[src/logic/rfpu_pkg.sv]
// constants shared by the rom fetch patch unit
package rfpu_pkg;

  localparam int FETCH_AW = 20;
  localparam int LOW_W    = 16;
  localparam int HIGH_W   = FETCH_AW - LOW_W;
  localparam int BYTE_W   = 8;
  localparam int NUM_CH   = 4;
  localparam int SEL_W    = 2;
  localparam int VEC_W    = 16;
  localparam int BUS_AW   = 5;
  localparam int BUS_DW   = 32;
  localparam int BUS_BEW  = BUS_DW / BYTE_W;

  // control register layout
  localparam logic [BYTE_W-1:0] CTRL_RESET   = 8'h00;
  localparam logic [BYTE_W-1:0] CTRL_WR_MASK = 8'hF3;
  localparam int                CTRL_SEL_LSB = 0;
  localparam int                CTRL_EN_LSB  = 4;

  // byte offsets on the register bus
  localparam logic [BUS_AW-1:0] OFS_CTRL      = 5'h00;
  localparam logic [BUS_AW-1:0] OFS_ADDR_LOW  = 5'h04;
  localparam logic [BUS_AW-1:0] OFS_ADDR_HIGH = 5'h08;
  localparam logic [BUS_AW-1:0] OFS_CTRL_SET  = 5'h0C;
  localparam logic [BUS_AW-1:0] OFS_CTRL_CLR  = 5'h10;

  localparam logic [FETCH_AW-1:0] PTR_RESET = 20'h00000;

  // one-byte table-call opcodes and their table entries, per channel
  localparam logic [BYTE_W-1:0] PATCH_OPCODE [NUM_CH] =
    '{8'hFC, 8'hFD, 8'hFE, 8'hFF};
  localparam logic [VEC_W-1:0]  PATCH_VECTOR [NUM_CH] =
    '{16'h0078, 16'h007A, 16'h007C, 16'h007E};

endpackage

[src/logic/rfpu_top.sv]
// rom fetch patch unit: register slave and fetch data substitution
//
// The register offsets and the Avalon-MM slave port were decided locally.
`timescale 1ns/1ps
module rfpu_top (
  // clock and reset
  input  wire logic                                ref_clk,
  input  wire logic                                rst,
  // avalon-mm register slave
  input  wire logic [rfpu_pkg::BUS_AW-1:0]         avs_address,
  input  wire logic                                avs_read,
  input  wire logic                                avs_write,
  input  wire logic [rfpu_pkg::BUS_DW-1:0]         avs_writedata,
  input  wire logic [rfpu_pkg::BUS_BEW-1:0]        avs_byteenable,
  output logic      [rfpu_pkg::BUS_DW-1:0]         avs_readdata,
  output logic                                     avs_waitrequest,
  // rom fetch path from the cpu
  input  wire logic                                rom_rvalid,
  input  wire logic                                fetch_is_insn,
  input  wire logic                                fetch_in_rom,
  input  wire logic [rfpu_pkg::FETCH_AW-1:0]       fetch_addr,
  input  wire logic [rfpu_pkg::BYTE_W-1:0]         rom_rdata,
  // patched data back to the cpu
  output logic                                     fetch_rvalid,
  output logic      [rfpu_pkg::BYTE_W-1:0]         fetch_rdata,
  output logic      [rfpu_pkg::VEC_W-1:0]          patch_vector
);

  // ---------------- bus handshake ----------------
  logic                            wait_q;
  logic [rfpu_pkg::BUS_DW-1:0]     rdata_q;
  logic [rfpu_pkg::BUS_DW-1:0]     rdata_d;
  logic [rfpu_pkg::BYTE_W-1:0]     ctrl_q;
  logic [rfpu_pkg::BYTE_W-1:0]     ctrl_d;
  logic                            fvalid_q;
  logic [rfpu_pkg::BYTE_W-1:0]     fdata_q;
  logic [rfpu_pkg::BYTE_W-1:0]     fdata_d;
  logic [rfpu_pkg::VEC_W-1:0]      vec_q;

  wire bus_req  = avs_read || avs_write;
  // one wait state: the answer comes on the edge after the request appears
  wire bus_done = bus_req && !wait_q;
  wire wr_go    = avs_write && bus_done;

  wire hit_ctrl  = (avs_address == rfpu_pkg::OFS_CTRL);
  wire hit_low   = (avs_address == rfpu_pkg::OFS_ADDR_LOW);
  wire hit_high  = (avs_address == rfpu_pkg::OFS_ADDR_HIGH);
  wire hit_set   = (avs_address == rfpu_pkg::OFS_CTRL_SET);
  wire hit_clr   = (avs_address == rfpu_pkg::OFS_CTRL_CLR);

  wire [rfpu_pkg::BYTE_W-1:0] wr_byte = avs_writedata[rfpu_pkg::BYTE_W-1:0];
  wire                        be0     = avs_byteenable[0];

  // ---------------- control register ----------------
  wire [rfpu_pkg::SEL_W-1:0] ch_sel =
    ctrl_q[rfpu_pkg::CTRL_SEL_LSB +: rfpu_pkg::SEL_W];
  wire [rfpu_pkg::NUM_CH-1:0] ch_en =
    ctrl_q[rfpu_pkg::CTRL_EN_LSB +: rfpu_pkg::NUM_CH];

  // whole-byte store, or set/clear of single bits without read-modify-write
  always_comb begin
    ctrl_d = ctrl_q;
    if (wr_go && be0 && hit_ctrl) begin
      ctrl_d = wr_byte & rfpu_pkg::CTRL_WR_MASK;
    end else if (wr_go && be0 && hit_set) begin
      ctrl_d = ctrl_q | (wr_byte & rfpu_pkg::CTRL_WR_MASK);
    end else if (wr_go && be0 && hit_clr) begin
      ctrl_d = ctrl_q & ~(wr_byte & rfpu_pkg::CTRL_WR_MASK);
    end
  end

  always_ff @(posedge ref_clk or posedge rst) begin
    if (rst) begin
      ctrl_q <= rfpu_pkg::CTRL_RESET;
    end else begin
      ctrl_q <= ctrl_d;
    end
  end

  // ---------------- pointer channels ----------------
  // rom_rvalid covers every rom read; only instruction fetches may match
  wire fetch_ok = rom_rvalid && fetch_is_insn && fetch_in_rom;

  logic [rfpu_pkg::FETCH_AW-1:0] ptr [rfpu_pkg::NUM_CH];
  logic [rfpu_pkg::NUM_CH-1:0]   hits;
  logic [rfpu_pkg::NUM_CH-1:0]   ch_dec;

  genvar g;
  generate
    for (g = 0; g < rfpu_pkg::NUM_CH; g++) begin : g_ch
      assign ch_dec[g] = (ch_sel == rfpu_pkg::SEL_W'(g));
      rfpu_channel u_ch (
        .clk        (ref_clk),
        .rst        (rst),
        .load_low   (wr_go && hit_low && ch_dec[g]),
        .load_high  (wr_go && hit_high && be0 && ch_dec[g]),
        .low_be     (avs_byteenable[1:0]),
        .wdata_low  (avs_writedata[rfpu_pkg::LOW_W-1:0]),
        .wdata_high (avs_writedata[rfpu_pkg::HIGH_W-1:0]),
        .enable     (ch_en[g]),
        .fetch_ok   (fetch_ok),
        .fetch_addr (fetch_addr),
        .pointer    (ptr[g]),
        .hit        (hits[g])
      );
    end
  endgenerate

  // ---------------- substitution ----------------
  logic                          any_hit;
  logic [rfpu_pkg::BYTE_W-1:0]   sub_opcode;
  logic [rfpu_pkg::VEC_W-1:0]    sub_vector;

  rfpu_select u_sel (
    .hits    (hits),
    .any_hit (any_hit),
    .opcode  (sub_opcode),
    .vector  (sub_vector)
  );

  // a single byte replaces the rom byte; following bytes pass untouched
  // there is deliberately no sticky hit flag: a match on a prefetch that
  // the cpu later discards would leave it falsely set
  assign fdata_d = any_hit ? sub_opcode : rom_rdata;

  always_ff @(posedge ref_clk or posedge rst) begin
    if (rst) begin
      fvalid_q <= 1'b0;
      fdata_q  <= '0;
      vec_q    <= '0;
    end else begin
      fvalid_q <= rom_rvalid;
      fdata_q  <= fdata_d;
      vec_q    <= any_hit ? sub_vector : '0;
    end
  end

  // ---------------- read data ----------------
  wire [rfpu_pkg::FETCH_AW-1:0] sel_ptr = ptr[ch_sel];

  always_comb begin
    rdata_d = '0;
    if (hit_ctrl) begin
      rdata_d[rfpu_pkg::BYTE_W-1:0] = ctrl_q;
    end else if (hit_low) begin
      rdata_d[rfpu_pkg::LOW_W-1:0] = sel_ptr[rfpu_pkg::LOW_W-1:0];
    end else if (hit_high) begin
      rdata_d[rfpu_pkg::HIGH_W-1:0] =
        sel_ptr[rfpu_pkg::FETCH_AW-1:rfpu_pkg::LOW_W];
    end
  end

  // waitrequest rests high; it drops for one cycle to close each request
  always_ff @(posedge ref_clk or posedge rst) begin
    if (rst) begin
      wait_q  <= 1'b1;
      rdata_q <= '0;
    end else begin
      wait_q <= !(bus_req && wait_q);
      if (avs_read && wait_q) begin
        rdata_q <= rdata_d;
      end
    end
  end

  assign avs_waitrequest = wait_q;
  assign avs_readdata    = rdata_q;
  assign fetch_rvalid    = fvalid_q;
  assign fetch_rdata     = fdata_q;
  assign patch_vector    = vec_q;

endmodule

[src/logic/rfpu_channel.sv]
// one address pointer channel with its comparator
`timescale 1ns/1ps
module rfpu_channel (
  // clock and reset
  input  wire logic                               clk,
  input  wire logic                               rst,
  // pointer load
  input  wire logic                               load_low,
  input  wire logic                               load_high,
  input  wire logic [1:0]                         low_be,
  input  wire logic [rfpu_pkg::LOW_W-1:0]         wdata_low,
  input  wire logic [rfpu_pkg::HIGH_W-1:0]        wdata_high,
  // compare
  input  wire logic                               enable,
  input  wire logic                               fetch_ok,
  input  wire logic [rfpu_pkg::FETCH_AW-1:0]      fetch_addr,
  output logic      [rfpu_pkg::FETCH_AW-1:0]      pointer,
  output logic                                    hit
);

  logic [rfpu_pkg::FETCH_AW-1:0] ptr_q;
  logic [rfpu_pkg::FETCH_AW-1:0] ptr_d;

  // per-byte loads keep a half-written pointer consistent
  always_comb begin
    ptr_d = ptr_q;
    if (load_low && low_be[0]) begin
      ptr_d[rfpu_pkg::BYTE_W-1:0] = wdata_low[rfpu_pkg::BYTE_W-1:0];
    end
    if (load_low && low_be[1]) begin
      ptr_d[rfpu_pkg::LOW_W-1:rfpu_pkg::BYTE_W] =
        wdata_low[rfpu_pkg::LOW_W-1:rfpu_pkg::BYTE_W];
    end
    if (load_high) begin
      ptr_d[rfpu_pkg::FETCH_AW-1:rfpu_pkg::LOW_W] = wdata_high;
    end
  end

  always_ff @(posedge clk or posedge rst) begin
    if (rst) begin
      ptr_q <= rfpu_pkg::PTR_RESET;
    end else begin
      ptr_q <= ptr_d;
    end
  end

  assign pointer = ptr_q;
  assign hit     = enable && fetch_ok && (ptr_q == fetch_addr);

endmodule

[src/logic/rfpu_select.sv]
// priority pick of the matching channel and its substitute opcode
`timescale 1ns/1ps
module rfpu_select (
  // match vector
  input  wire logic [rfpu_pkg::NUM_CH-1:0]  hits,
  // result
  output logic                              any_hit,
  output logic      [rfpu_pkg::BYTE_W-1:0]  opcode,
  output logic      [rfpu_pkg::VEC_W-1:0]   vector
);

  // scan downward so the lowest matching channel is written last
  always_comb begin
    opcode = rfpu_pkg::PATCH_OPCODE[0];
    vector = rfpu_pkg::PATCH_VECTOR[0];
    for (int i = rfpu_pkg::NUM_CH - 1; i >= 0; i--) begin
      if (hits[i]) begin
        opcode = rfpu_pkg::PATCH_OPCODE[i];
        vector = rfpu_pkg::PATCH_VECTOR[i];
      end
    end
  end

  assign any_hit = |hits;

endmodule

[config.mk]
export PLATFORM = sky130hd
export DESIGN_NAME = rfpu_top
export DESIGN_NICKNAME = d
export VERILOG_FILES = /design/src/logic/rfpu_pkg.sv /design/src/logic/rfpu_top.sv /design/src/logic/rfpu_channel.sv /design/src/logic/rfpu_select.sv
export SDC_FILE = /design/constraint.sdc
export NUM_CORES = 1
export LEC_CHECK = 0
export ABC_AREA = 0
export BUFFER_PORTS_ARGS = -buffer_cell sky130_fd_sc_hd__buf_2
export CAP_MARGIN = 5
export CORE_ASPECT_RATIO = 0.9
export CORE_MARGIN = 2
export CORE_UTILIZATION = 57
export CTS_BUF_LIST = sky130_fd_sc_hd__clkbuf_8
export DETAILED_ROUTE_END_ITERATION = 6
export MAX_ROUTING_LAYER = met4
export PLACE_DENSITY = 0.82
export SLEW_MARGIN = 20
export SYNTH_ARGS = -nofsm -noshare
export SYNTH_HDL_FRONTEND = slang
export SYNTH_HIERARCHICAL = 1
export SYNTH_SLANG_ARGS = --single-unit
[constraint.sdc]
create_clock -name ref_clk -period 2.3 [get_ports ref_clk]
set_input_delay 0.23 -clock ref_clk [delete_from_list [all_inputs] [get_ports ref_clk]]
set_output_delay 0.23 -clock ref_clk [all_outputs]
set_load 0.005 [all_outputs]
# Word level (Yosys, flattened, before mapping)
# Index checks and enable logic that the tools add are counted.
[classes]
magnitude_cmp = 1
n_eq_ne = 11
mux = 21
bitwise = 4
n_reduce_logical = 44
[ops]
columns = ["cell", "count"]
rows = [
  ["== test 20 bit", 4],
  ["2-to-1 mux 8 bit", 6],
  ["binary-select mux 20 bit (select 2 bit)", 1],
  ["2-to-1 mux 20 bit", 2],
  ["logical AND 1 bit", 37],
  ["2-to-1 mux 16 bit", 1],
  ["2-to-1 mux 12 bit", 1],
  ["2-to-1 mux 3 bit", 4],
  ["== test 5 x 4 -> 1 bit, second input constant", 2],
  ["AND 8 bit", 1],
  ["2-to-1 mux 2 bit", 4],
  ["2-to-1 mux 4 bit", 2],
  ["NOT 8 bit", 1],
  ["bitwise OR 8 bit", 1],
  ["== test 5 x 3 -> 1 bit, second input constant", 1],
  ["== test 5 bit, second input constant", 1],
  ["zero test 5 bit", 1],
  ["== test 2 bit, second input constant", 2],
  ["OR reduction 4 bit", 1],
  ["greater-or-equal comparator 3 bit, second input constant", 1],
  ["NOT 2 -> 3 bit", 1],
  ["nonzero test 3 bit", 1],
  ["== test 2 x 1 -> 1 bit, second input constant", 1],
  ["zero test 1 bit", 2],
  ["other kinds (2)", 2],
]
[totals]
register_bits = 130
in_bits = 76

# Longest topological paths before layout
# Gate-level depths: netlist (run 1).
[depth]
depth_word = 9
ltp_mapped = 9
depth_no_buf = 7

# By module
# The synthesis (run 1) kept the hierarchy.
[by_module_without_submodules]
columns = ["mod", "instances", "cells_per_inst", "area_each_um2", "seq_area_each_um2"]
rows = [
  ["rfpu_channel", 4, 70, 962.2, 500.5],
  ["rfpu_top", 1, 206, 2555.0, 1202.4],
  ["rfpu_select", 1, 31, 207.7, 0.0],
]

# Worst setup path before layout (run 1)
# Ideal clock, no wire load.
[synth_timing]
kind = "reg2reg"
start = "reg g_ch[0].u_ch.ptr_q, in the netlist g_ch[0].u_ch/pointer[15]"
end = "reg fdata_q, in the netlist fetch_rdata[3]"
setup_ps = 64
t_arrival_ps = 2077
required_time_ps = 2236
path_slack_ps = 159
stages_incl_launch_ff = 10
n_path_buf = 2
synth_period_minus_slack_ps = 2141
cell_sequence = "dfrtp_1 -> xor2_1 -> nor4_1 -> nand4_1 -> nor4_2 -> nor2_1 -> nand2_1 -> clkbuf_1 -> clkbuf_1 -> mux2_2"
[synth_via]
elab_chain_len = 4
[synth_lines]
columns = ["item", "line", "rtl"]
rows = [
  ["start, declared", "rfpu_channel.sv:21", "logic [rfpu_pkg::FETCH_AW-1:0] ptr_q;"],
  ["start signal, assigned", "rfpu_channel.sv:41", "ptr_q <= rfpu_pkg::PTR_RESET;"],
  ["start signal, assigned", "rfpu_channel.sv:43", "ptr_q <= ptr_d;"],
  ["== test 20 bit", "rfpu_channel.sv:48", "assign hit = enable && fetch_ok && (ptr_q == fetch_addr);"],
  ["logical AND 1 bit", "rfpu_channel.sv:48", ""],
  ["named net hits (one bit)", "rfpu_top.sv:85", "logic [rfpu_pkg::NUM_CH-1:0] hits;"],
  ["OR reduction 4 bit", "rfpu_select.sv:24", "assign any_hit = |hits;"],
  ["named net any_hit", "rfpu_top.sv:110", "logic any_hit;"],
  ["2-to-1 mux 8 bit", "rfpu_top.sv:124", "assign fdata_d = any_hit ? sub_opcode : rom_rdata;"],
  ["named net fdata_d (one bit)", "rfpu_top.sv:37", "logic [rfpu_pkg::BYTE_W-1:0] fdata_d;"],
  ["end signal, assigned", "rfpu_top.sv:133", "fdata_q <= fdata_d;"],
  ["end, declared", "rfpu_top.sv:36", "logic [rfpu_pkg::BYTE_W-1:0] fdata_q;"],
]
# The timed path passes the listed nets, and every way through them passes these cells.
# A chain may end at the register's enable or synchronous reset.

# Final worst setup path (run 1)
[layout_timing]
start = "reg g_ch[3].u_ch.ptr_q, in the netlist g_ch[3].u_ch/pointer[2]"
end = "reg fdata_q, in the netlist fetch_rdata[0]"
[layout_rtl]
columns = ["item", "line"]
rows = [
  ["start, declared", "rfpu_channel.sv:21"],
  ["start signal, assigned", "rfpu_channel.sv:41"],
  ["start signal, assigned", "rfpu_channel.sv:43"],
  ["== test 20 bit", "rfpu_channel.sv:48"],
  ["logical AND 1 bit", "rfpu_channel.sv:48"],
  ["named net hits (one bit)", "rfpu_top.sv:85"],
  ["OR reduction 4 bit", "rfpu_select.sv:24"],
  ["named net any_hit", "rfpu_top.sv:110"],
  ["2-to-1 mux 8 bit", "rfpu_top.sv:124"],
  ["named net fdata_d (one bit)", "rfpu_top.sv:37"],
]
# The timed path passes the listed nets, and every way through them passes these cells.

==> results of run 1 <==
-- metrics by stage --
stage	power (mW)	hold WS, ns	setup slack [ns]	std cells
floorplan	2.75	0.194	0.159	550
global placement	2.91	0.166	0.0701	783
detailed placement	2.94	0.177	0.0324	783
CTS	5.35	0.00132	0.0599	822
global route	5.53	0.00805	-0.0257	822
finish	5.32	0.0248	0.0864	822
-- worst max-delay path, delay by kind of cell, from the launching register on --
kind	cells	cell delay, ns
xor gates and xnor gates	1	0.17
and+or+nand+nor	5	1.16
DFF	1	0.42
muxes	1	0.35
-- sequential cells by signal, indices dropped and copies added (netlist names) --
register and count:
avs_waitrequest 1, ctrl_q 6, g_ch.u_ch/pointer 80, fetch_rdata 8, avs_readdata 16, fetch_rvalid 1
patch_vector 16
-- cells in the mapped netlist (all sizes together) (2+ instances only) --
master,number
nand3,2
o21ai,3
nand4,16
nor3,6
nor4,12
a21oi,2
nand3b,3
conb,3
clkbuf,4
nand2b,4
xor2,32
nor2,18
xnor2,48
mux2,89
mux2i,2
dfrtp,127
nand2,21
mux4,18
a22oi,4
buf,46
inv,7
a22o,13
o21bai,5
and2,17
a221oi,4
-- what timing repair did --
action,4_1_cts,5_1_grt
hold buffers,7,0
endpoints found under the hold margin,74,0
setup endpoints to repair,0,14
gates resized for setup,0,6
-- cell families (layout without fill, tap and decap cells) --
group           Yosys count  count (layout)  share of synthesized area (%)
flops                   128             128                           48.5
mux                     109             109                           21.6
simple gates            105             105                           9.24
xor+xnor                 80              80                           10.6
buf+inv                  57             173                           5.60
compound gates           35              35                           4.33
other cells               3              36                          0.170
-- power by group through the flow --
stage | sequential [mW] | clock, mW | combinational (mW)
floorplan | 2.41 | 0 | 0.339
global route | 2.40 | 2.55 | 0.572
CTS | 2.39 | 2.43 | 0.520
finish | 2.39 | 2.41 | 0.525
detailed placement | 2.43 | 0 | 0.508
global placement | 2.43 | 0 | 0.488
-- cell type report --
cell class / instances / share of cell area, %
multi-input cells: 365 / 40.5
well taps: 156 / 2.47
clock inverters: 10 / 2.56
repair buffers: 134 / 9.81
clock buffers: 22 / 3.83
inverters: 7 / 0.332
flip-flops and latches: 128 / 40.5
-- path summary, 6_finish.rpt --
check	slack (ns)	endpoint
worst max-delay path	0.09	fetch_rdata[0]$_DFF_PP0_
worst min-delay path	0.02	fetch_rdata[6]$_DFF_PP0_
worst max register to register	0.09	fetch_rdata[0]$_DFF_PP0_
worst min register to register	0.49	avs_readdata[2]$_DFFE_PP0P_
max in group asynchronous	1.11	avs_readdata[1]$_DFFE_PP0P_
min in group asynchronous	0.28	g_ch[0].u_ch/pointer[12]$_DFFE_PP0P_
-- layer usage --
metal  vias up  GRT usage (%)
li1       2044              -
met1      2315           34.6
met2       165           46.1
met3        34           6.55
met4         0           10.9
met5         -              -
==> summary.txt, run 1 <==
Placement
  • Post-DP HPWL: 11,700 um
  • RePlAce Congestion: 0.901
  • Number of port buffers: 99
  • Placed inst area: 0.00729 mm2

CTS
  • Later-pin clock latency in the skew report: 0.44 ns
  • CTS tree: built
  • Number of H-tree branching levels: 4
  • CTS Sinks: 128
  • Longest Clk Path Bufs: 2
  • Root Driver: clkbuf_8
  • Number of CTS-inserted buffers: 17
  • Clock Pin Slew Worst Setup and Hold Paths: 0.07 ns
  • Postcts setup bufs: 0

Hold path
  • Worst Hold Path Cells: 2
  • Min-delay src: rom_rdata[6]
  • Tightest Hold Check Type: input port to register

Logic synthesis
  • Mapped Area: 0.00661 mm2
  • Synthesized instance count: 517
  • Post-synth EDFFs: 0
  • Synth Flop Type: dfrtp_1
  • FFs w/ async S/R, synth: between 90% and 100%
  • Total number of yosys warnings: 6
  • Top post-synthesis cells by area: dfrtp_1, mux2_2, xnor2_1
  • Post-synth top area share: a little under 50%
  • Mean Syn Cell Area: 12.8 um2
  • Sequential area share after synthesis: 48.5%
  • Cell accounting for the most synthesized area: dfrtp_1
  • Unique masters post-synth: 42
  • Seq cells post-synth: 128

Routing
  • Final ANT Viol Nets: 0
  • WL final: 16,200 um
  • Via count: 4,558
  • Drt first pass iters: 4
  • 1st-iter DRT viols: 322
  • Residual DRC: 0
  • Met1 wire length: between 6000 and 7000 um
  • Wire length per cell: 19.7 um
  • Met2 wire length: 8210 um
  • DR vias/cell: between 5 and 6
  • Uppermost layer routed: met4
  • Routed wire length on met3: slightly below 1000 um

Final layout
  • Layout fillers: 836
  • Most frequent cells in the layout: dfrtp_1, buf_2, mux2_2, xnor2_1, conb_1
  • Final Util: 69.5%
  • Layout cells sized above 1: 42.5%
  • Fin area: slightly below 0.008 mm2
  • Ant. Diodes: 0
  • P&R area growth vs syn: 19.6%
  • Most common cell after layout, fill and taps aside: dfrtp_1
  • Area of the multi-input gates: 0.00320 mm2
  • Final nets: 729
  • Seq. cell area: 0.00320 mm2

Setup path
  • Cell Chain, Critical Path: xor2_1, nor4_2, nand4_1, nor4_4, nor2_1, nand2_1, mux2_2
  • Critical path's largest stage delay: 0.42 ns
  • CP Capture Type: register
  • Crit path kind: register to register
  • FF-to-FF Start: g_ch[3].u_ch/pointer[2]$_DFFE_PP0P_
  • CP required: 2.62 ns
  • CP startpoint: g_ch[3].u_ch/pointer[2]$_DFFE_PP0P_
  • Reg2Reg Depth: 7
  • CP arrival: 2.54 ns
  • CP Launch Type: register
  • Crit path max fanout: 4
  • Slowest CP cell: dfrtp_1

Timing
  • TNS Setup: 0 ns
  • Max Clock Skew: 0.0138 ns
  • Final count of negative-setup-slack endpoints: 0
  • Hold Fails Final Rpt: 0
  • Slew HR: between 40% and 50%
  • Slew Limit Fails: 0
  • Max Freq: 452 MHz
  • Crit share post-route: 96.2%
  • Worst slew pin tran: 0.860 ns
  • Final Critical Period: ~2.2 ns
  • RSZ-0062 raised after global routing: true

GRT
  • Gr usage total: roughly 28%
  • Global-route wire length before repair: 25,500 um
  • Initial antenna violation count: 0
  • Vias in the first global route: 4,701
  • Pin count of the biggest net entering global routing: 40
  • GRT overflow: 0

Floorplanning
  • Die width: between 100 and 150 um
  • Die footprint: about 0.012 mm2
  • Die height: 106 um
  • Initial Utilization: 58.1%
  • Core box area: 0.0114 mm2
  • Ports: 134
  • Row count: 37

Job
  • Number of max-cap violations: 0

Pwr
  • Combinational Power Share: 9.9%
  • Net Sw Frac: 22.9%
  • Psw: roughly 1.2 mW
  • Share of power burned in registers: between 40 and 50%
  • Leak Pwr: between 3 and 4 nW
  • Clock power frac: ~45%
  • Peak VDD IR: 0.000557 V
  • Power Internal: a little over 4 mW
  • Power Density: 673 mW/mm2

Run status
  • Outcome: completed
Power figures use the tool's default switching activity.
==> run 2: changes to the inputs <==
BUFFER_PORTS_ARGS = -buffer_cell sky130_fd_sc_hd__buf_4   (was -buffer_cell sky130_fd_sc_hd__buf_2)
CAP_MARGIN = 25   (was 5)
==> run 2 against run 1 <==
  * Power decreased by 9.9%
  * Largest cell class is now multi-input combinational cells
  * Clock skew decreased by 0.0051 ns
  * First-iteration DRC count decreased by 0.62%
  * Wire length increased by 0.54%
  * Clock-buffer cell count increased by 1
==> summary.txt, run 2 (same netlist as run 1, synthesis figures left out) <==
Run status
  • Outcome: completed

Placement
  • DP Worst Slack: 0.0282 ns
  • Number of port buffers: a little under 100
  • RePlAce Congestion: 0.919
  • Placed inst area: between 0.007 and 0.008 mm2
  • Post-DP HPWL: 11,900 um

Pwr
  • Clock power frac: a little under two fifths
  • Peak VDD IR: 0.000412 V
  • Combinational Power Share: 11.9%
  • Power Density: between 500 and 600 mW/mm2
  • Leak Pwr: just under 4 nW
  • Psw: 1.18 mW
  • Power Internal: 3.61 mW
  • Net Sw Frac: 24.7%
  • Share of power burned in registers: 49.8%
  • Overall power: approximately 4.8 mW

Routing
  • Final ANT Viol Nets: 0
  • Residual DRC: 0
  • 1st-iter DRT viols: 320
  • Wire length per cell: 19.8 um
  • DR vias/cell: 5.62
  • WL final: 16,300 um
  • Drt first pass iters: 4
  • Via count: 4,616

CTS
  • CTS Sinks: 128
  • Longest Clk Path Bufs: 2
  • Later-pin clock latency in the skew report: approximately 0.43 ns
  • Number of CTS-inserted buffers: 17
  • CTS tree: built
  • Number of H-tree branching levels: 4
  • Root Driver: clkbuf_8
  • Clock Pin Slew Worst Setup and Hold Paths: approximately 0.070 ns

Floorplanning
  • Initial Utilization: between 50% and 60%
  • Ports: 134
  • Row count: 37
  • Core box area: 0.0114 mm2
  • Die height: about 110 um
  • Die footprint: 0.0125 mm2
  • Die width: 118 um

GRT
  • Pin count of the biggest net entering global routing: 25
  • Global-route wire length before repair: 26,300 um
  • Initial antenna violation count: 0
  • Gr usage total: 28.8%
  • Vias in the first global route: 4,931
  • GRT overflow: 0

Final layout
  • Fin area: 0.00804 mm2
  • Layout fillers: approximately 830
  • Ant. Diodes: 0
  • Layout cells sized above 1: 42.6%
  • Final Util: between 70% and 80%
  • Most frequent cells in the layout: buf_4, dfrtp_1, mux2_2, xnor2_1, conb_1
  • P&R area growth vs syn: 21.6%
  • Final nets: 729
  • Most common cell after layout, fill and taps aside: buf_4
  • Max FFs per register: 80

Hold path
  • Tightest Hold Check Type: input port to register

Timing
  • TNS Setup: 0 ns
  • Final count of negative-setup-slack endpoints: 0
  • Max Freq: 451 MHz
  • Worst slew pin tran: around 0.6 ns
  • Max Clock Skew: around 0.0086 ns
  • Slew Limit Fails: 0
  • Crit share post-route: a little over nine tenths
  • RSZ-0062 raised after global routing: true
  • Slew HR: 60.3%
  • Worst Slack Setup Final: about 0.08 ns
  • Final Critical Period: 2.22 ns
  • Hold Fails Final Rpt: 0

Setup path
  • CP Launch Type: register
  • Cell Chain, Critical Path: xor2_1, nor4_2, nand4_1, nor4_2, nor2_1, nand2_2, mux2_4
  • CP Capture Type: register
  • CP bufs+invs: 0
  • Delay-heaviest family, CP: simple AND/OR/NAND/NOR gates
  • CP arrival: around 2.5 ns
  • Crit path max fanout: 4
  • Crit-path most repeated cell: nor4_2
  • Slowest CP cell: dfrtp_1
  • Crit path kind: register to register
  • CP required: 2.62 ns
  • Critical path's largest stage delay: 0.41 ns

Job
  • Number of max-cap violations: 0
-- run 2: cell types whose count changed in the layout (fill, tap and decap cells not counted), moves of 2 or more --
cell,delta
inv_1,+4
buf_4,+101
buf_2,-99
bufinv_16,-5
mux2_2,-2
dlygate4sd3_1,-3
mux2_4,+2
-- run 2: timing repair --
item                                   4_1_cts  5_1_grt
setup endpoints to repair                    0       14
resized for setup                            0       10
endpoints found under the hold margin      104        0
hold buffers                                 4        0
buffers inserted                             0        1
-- run 2: worst paths after layout --
kind / start / to / slack, ns / cells past startpoint
setup / recovery: g_ch[1].u_ch/pointer[15]$_DFFE_PP0P_ / fetch_rdata[0]$_DFF_PP0_ / 0.08 / 7
hold / removal: rom_rdata[5] / fetch_rdata[5]$_DFF_PP0_ / 0.03 / 2
setup reg to reg: g_ch[1].u_ch/pointer[15]$_DFFE_PP0P_ / fetch_rdata[0]$_DFF_PP0_ / 0.08 / 7
hold reg to reg: avs_readdata[4]$_DFFE_PP0P_ / avs_readdata[4]$_DFFE_PP0P_ / 0.50 / 2
max in group asynchronous: rst / avs_waitrequest$_DFF_PP1_ / 1.16 / 4
min in group asynchronous: rst / patch_vector[0]$_DFF_PP0_ / 0.41 / 3
-- run 2: per-stage QoR --
step | hold WS (ns) | std cells
6_report | 0.0250 | 822
3_5_place_dp | 0.311 | 786
4_1_cts | 0.00819 | 822
2_1_floorplan | 0.194 | 550
5_1_grt | 0.00988 | 822
3_3_place_gp | 0.298 | 786
-- run 2: final cells by class --
type,count,area (um2),area share [%]
inverter,7,26.3,0.327
multi-input combinational,365,3210,39.9
sequential,128,3200,39.9
tap,156,195,2.43
timing repair buffer,134,1020,12.7
clock inverter,9,65.1,0.809
clock buffer,23,317,3.94
-- run 2: power by group through the flow --
stage / registers (mW) / clock network (mW) / logic, mW
2_1_floorplan: 2.41 / 0 / 0.339
3_3_place_gp: 2.43 / 0 / 0.538
3_5_place_dp: 2.43 / 0 / 0.552
4_1_cts: 2.39 / 1.86 / 0.563
5_1_grt: 2.40 / 1.96 / 0.620
6_report: 2.39 / 1.84 / 0.570
-- run 2: worst register-to-register path, delay by kind of cell (launching register included) --
kind	cells	cell delay, ns
simple gates	5	1.22
flops	1	0.41
mux	1	0.31
xor+xnor	1	0.16
-- run 2: per-layer routing --
metal	part of all wire, %	GRT usage [%]	vias to the layer above
met5	0	-	-
met4	1.6	8.69	0
met3	5.5	6.33	25
met2	51	48.1	182
met1	42	35.7	2363
li1	-	-	2046
==> run 3: changes to the inputs <==
SETUP_SLACK_MARGIN = 0.4   (was unset)
==> run 3 against run 2 <==
  * Core utilization grew 1.0 points
  * Clock skew grew 0.0046 ns
  * Critical path type unchanged
  * Combinational power grew 3.7%
  * Via count grew 1.9%
  * Highest routed layer unchanged
  * Power shrank 4.4%
  * Non-clock buffer count grew 1
  * Final area grew 1.4%
  * Largest power group unchanged
  * Clock power shrank 13%
  * Final cell count grew 0.12%
==> summary.txt, run 3 (same netlist as run 1, synthesis figures left out) <==
Timing
  • Worst slew pin tran: between 0.5 and 0.6 ns
  • RSZ-0062 raised after global routing: true
  • Final Critical Period: about 2.2 ns
  • Slew Limit Fails: 0
  • Max Freq: between 400 and 500 MHz
  • Crit share post-route: about 94%
  • Final count of negative-setup-slack endpoints: 0
  • TNS Setup: 0 ns
  • Hold Fails Final Rpt: 0
  • Worst hold slack: 0.0345 ns
  • Max Clock Skew: 0.0132 ns
  • Slew HR: 62.8%

Routing
  • Residual DRC: 0
  • WL final: 16,700 um
  • Via count: about 4,700
  • Final ANT Viol Nets: 0
  • Drt first pass iters: 4
  • 1st-iter DRT viols: between 200 and 250
  • Wire length per cell: slightly above 20 um
  • DR vias/cell: 5.71

Setup path
  • CP required: 2.67 ns
  • CP arrival: 2.53 ns
  • Crit path max fanout: 3
  • CP Capture Type: register
  • CP Launch Type: register
  • Crit path kind: register to register

Job
  • Number of max-cap violations: 0

Floorplanning
  • Die footprint: 0.0125 mm2
  • Initial Utilization: 58.1%
  • Core box area: between 0.01 and 0.015 mm2
  • Die height: around 110 um
  • Row count: 37
  • Ports: 134
  • Die width: 118 um

GRT
  • Vias in the first global route: around 4,800
  • Initial antenna violation count: 0
  • Global-route wire length before repair: 25,900 um
  • GRT overflow: 0
  • Pin count of the biggest net entering global routing: 29
  • Gr usage total: 28.6%

Pwr
  • Overall power: between 4 and 5 mW
  • Peak VDD IR: roughly 0.00045 V
  • Psw: 1.22 mW
  • Leak Pwr: 3.97 nW
  • Combinational Power Share: 12.9%
  • Share of power burned in registers: 52.2%
  • Clock power frac: 35.0%
  • Net Sw Frac: 26.7%
  • Power Internal: about 3.4 mW
  • Power Density: 563 mW/mm2

CTS
  • CTS tree: built
  • Longest Clk Path Bufs: 2
  • CTS Sinks: between 100 and 150
  • Later-pin clock latency in the skew report: approximately 0.43 ns
  • Number of CTS-inserted buffers: 17
  • Number of H-tree branching levels: 4
  • Root Driver: clkbuf_8
  • Clock Pin Slew Worst Setup and Hold Paths: 0.07 ns

Placement
  • RePlAce Congestion: 0.852
  • Number of port buffers: 99
  • Post-DP HPWL: 11,900 um

Final layout
  • Max FFs per register: 80
  • Final nets: 730
  • Layout cells sized above 1: between 40% and 50%
  • Ant. Diodes: 0
  • Final Util: 71.6%
  • Most frequent cells in the layout: dfrtp_1, buf_4, mux2_2, xnor2_1, conb_1
  • Most common cell after layout, fill and taps aside: dfrtp_1
  • P&R area growth vs syn: 23.3%

Hold path
  • Tightest Hold Check Type: input port to register

Run status
  • Outcome: completed
## run 3: cell types whose count changed in the layout (fill, tap and decap cells not counted), moves of 4 or more
cell / delta
nand2_1: -5
nor2_1: -4
nand2_2: +4
buf_4: -6
clkbuf_8: -5
mux2_4: +19
buf_6: +5
mux2_2: -19
## run 3: critical path, cell delays in order (launching register included)
cell and delay (ns):
dfrtp_1 0.41, xor2_1 0.17, nor4_2 0.34, nand4_1 0.22, nor4_4 0.36, nor2_2 0.11
nor3_1 0.30, mux2_4 0.21
## run 3: area by class of cell
type	instances	area [um2]
Multi-Input combinational cell	365	3350
Fill cell	817	3240
Sequential cell	128	3200
Timing Repair Buffer	135	1050
Clock buffer	18	248
Tap cell	156	195
Clock inverter	14	80.1
Inverter	7	26.3
## run 3: final timing paths
check	startpoint	endpoint	slack, ns	cells past startpoint
min in group asynchronous	rst	avs_readdata[2]$_DFFE_PP0P_	0.41	3
max reg2reg	g_ch[3].u_ch/pointer[15]$_DFFE_PP0P_	fetch_rdata[1]$_DFF_PP0_	0.14	7
min reg2reg	avs_readdata[2]$_DFFE_PP0P_	avs_readdata[2]$_DFFE_PP0P_	0.48	2
min	rom_rdata[4]	fetch_rdata[4]$_DFF_PP0_	0.03	2
max in group asynchronous	rst	avs_readdata[12]$_DFFE_PP0P_	1.17	4
max	g_ch[3].u_ch/pointer[15]$_DFFE_PP0P_	fetch_rdata[1]$_DFF_PP0_	0.14	7
## run 3: routing by layer
metal  vias up  global-route usage (%)  wire (um)
met4         0                    9.64        317
li1       2056                       -          -
met5         -                       -          0
met2       192                    50.0       9040
met1      2423                    33.0       6320
met3        31                    6.55        994
## run 3: per-stage QoR
| stage | cells | instance area [um2] | setup WS (ns) |
|---|---|---|---|
| finish | 823 | 8150 | 0.139 |
| global route | 823 | 8150 | 0.0330 |
| CTS | 818 | 7990 | 0.217 |
| detailed placement | 774 | 7500 | 0.0410 |
| global placement | 774 | 7500 | 0.0816 |
| floorplan | 550 | 6780 | 0.331 |
## run 3: timing repair
action | CTS | global route
buffers inserted | 8 | 2
hold endpoints to repair | 101 | 2
cloned | 0 | 1
endpoints found under the setup margin | 30 | 41
resized for setup | 13 | 30
pin swaps | 17 | 8
hold buffers | 4 | 2
## run 3: power groups by stage
stage	sequential, mW	clock [mW]	combinational, mW
2_1_floorplan	2.41	0	0.343
3_3_place_gp	2.43	0	0.536
3_5_place_dp	2.43	0	0.553
4_1_cts	2.39	1.64	0.576
5_1_grt	2.40	1.74	0.640
6_report	2.39	1.60	0.591
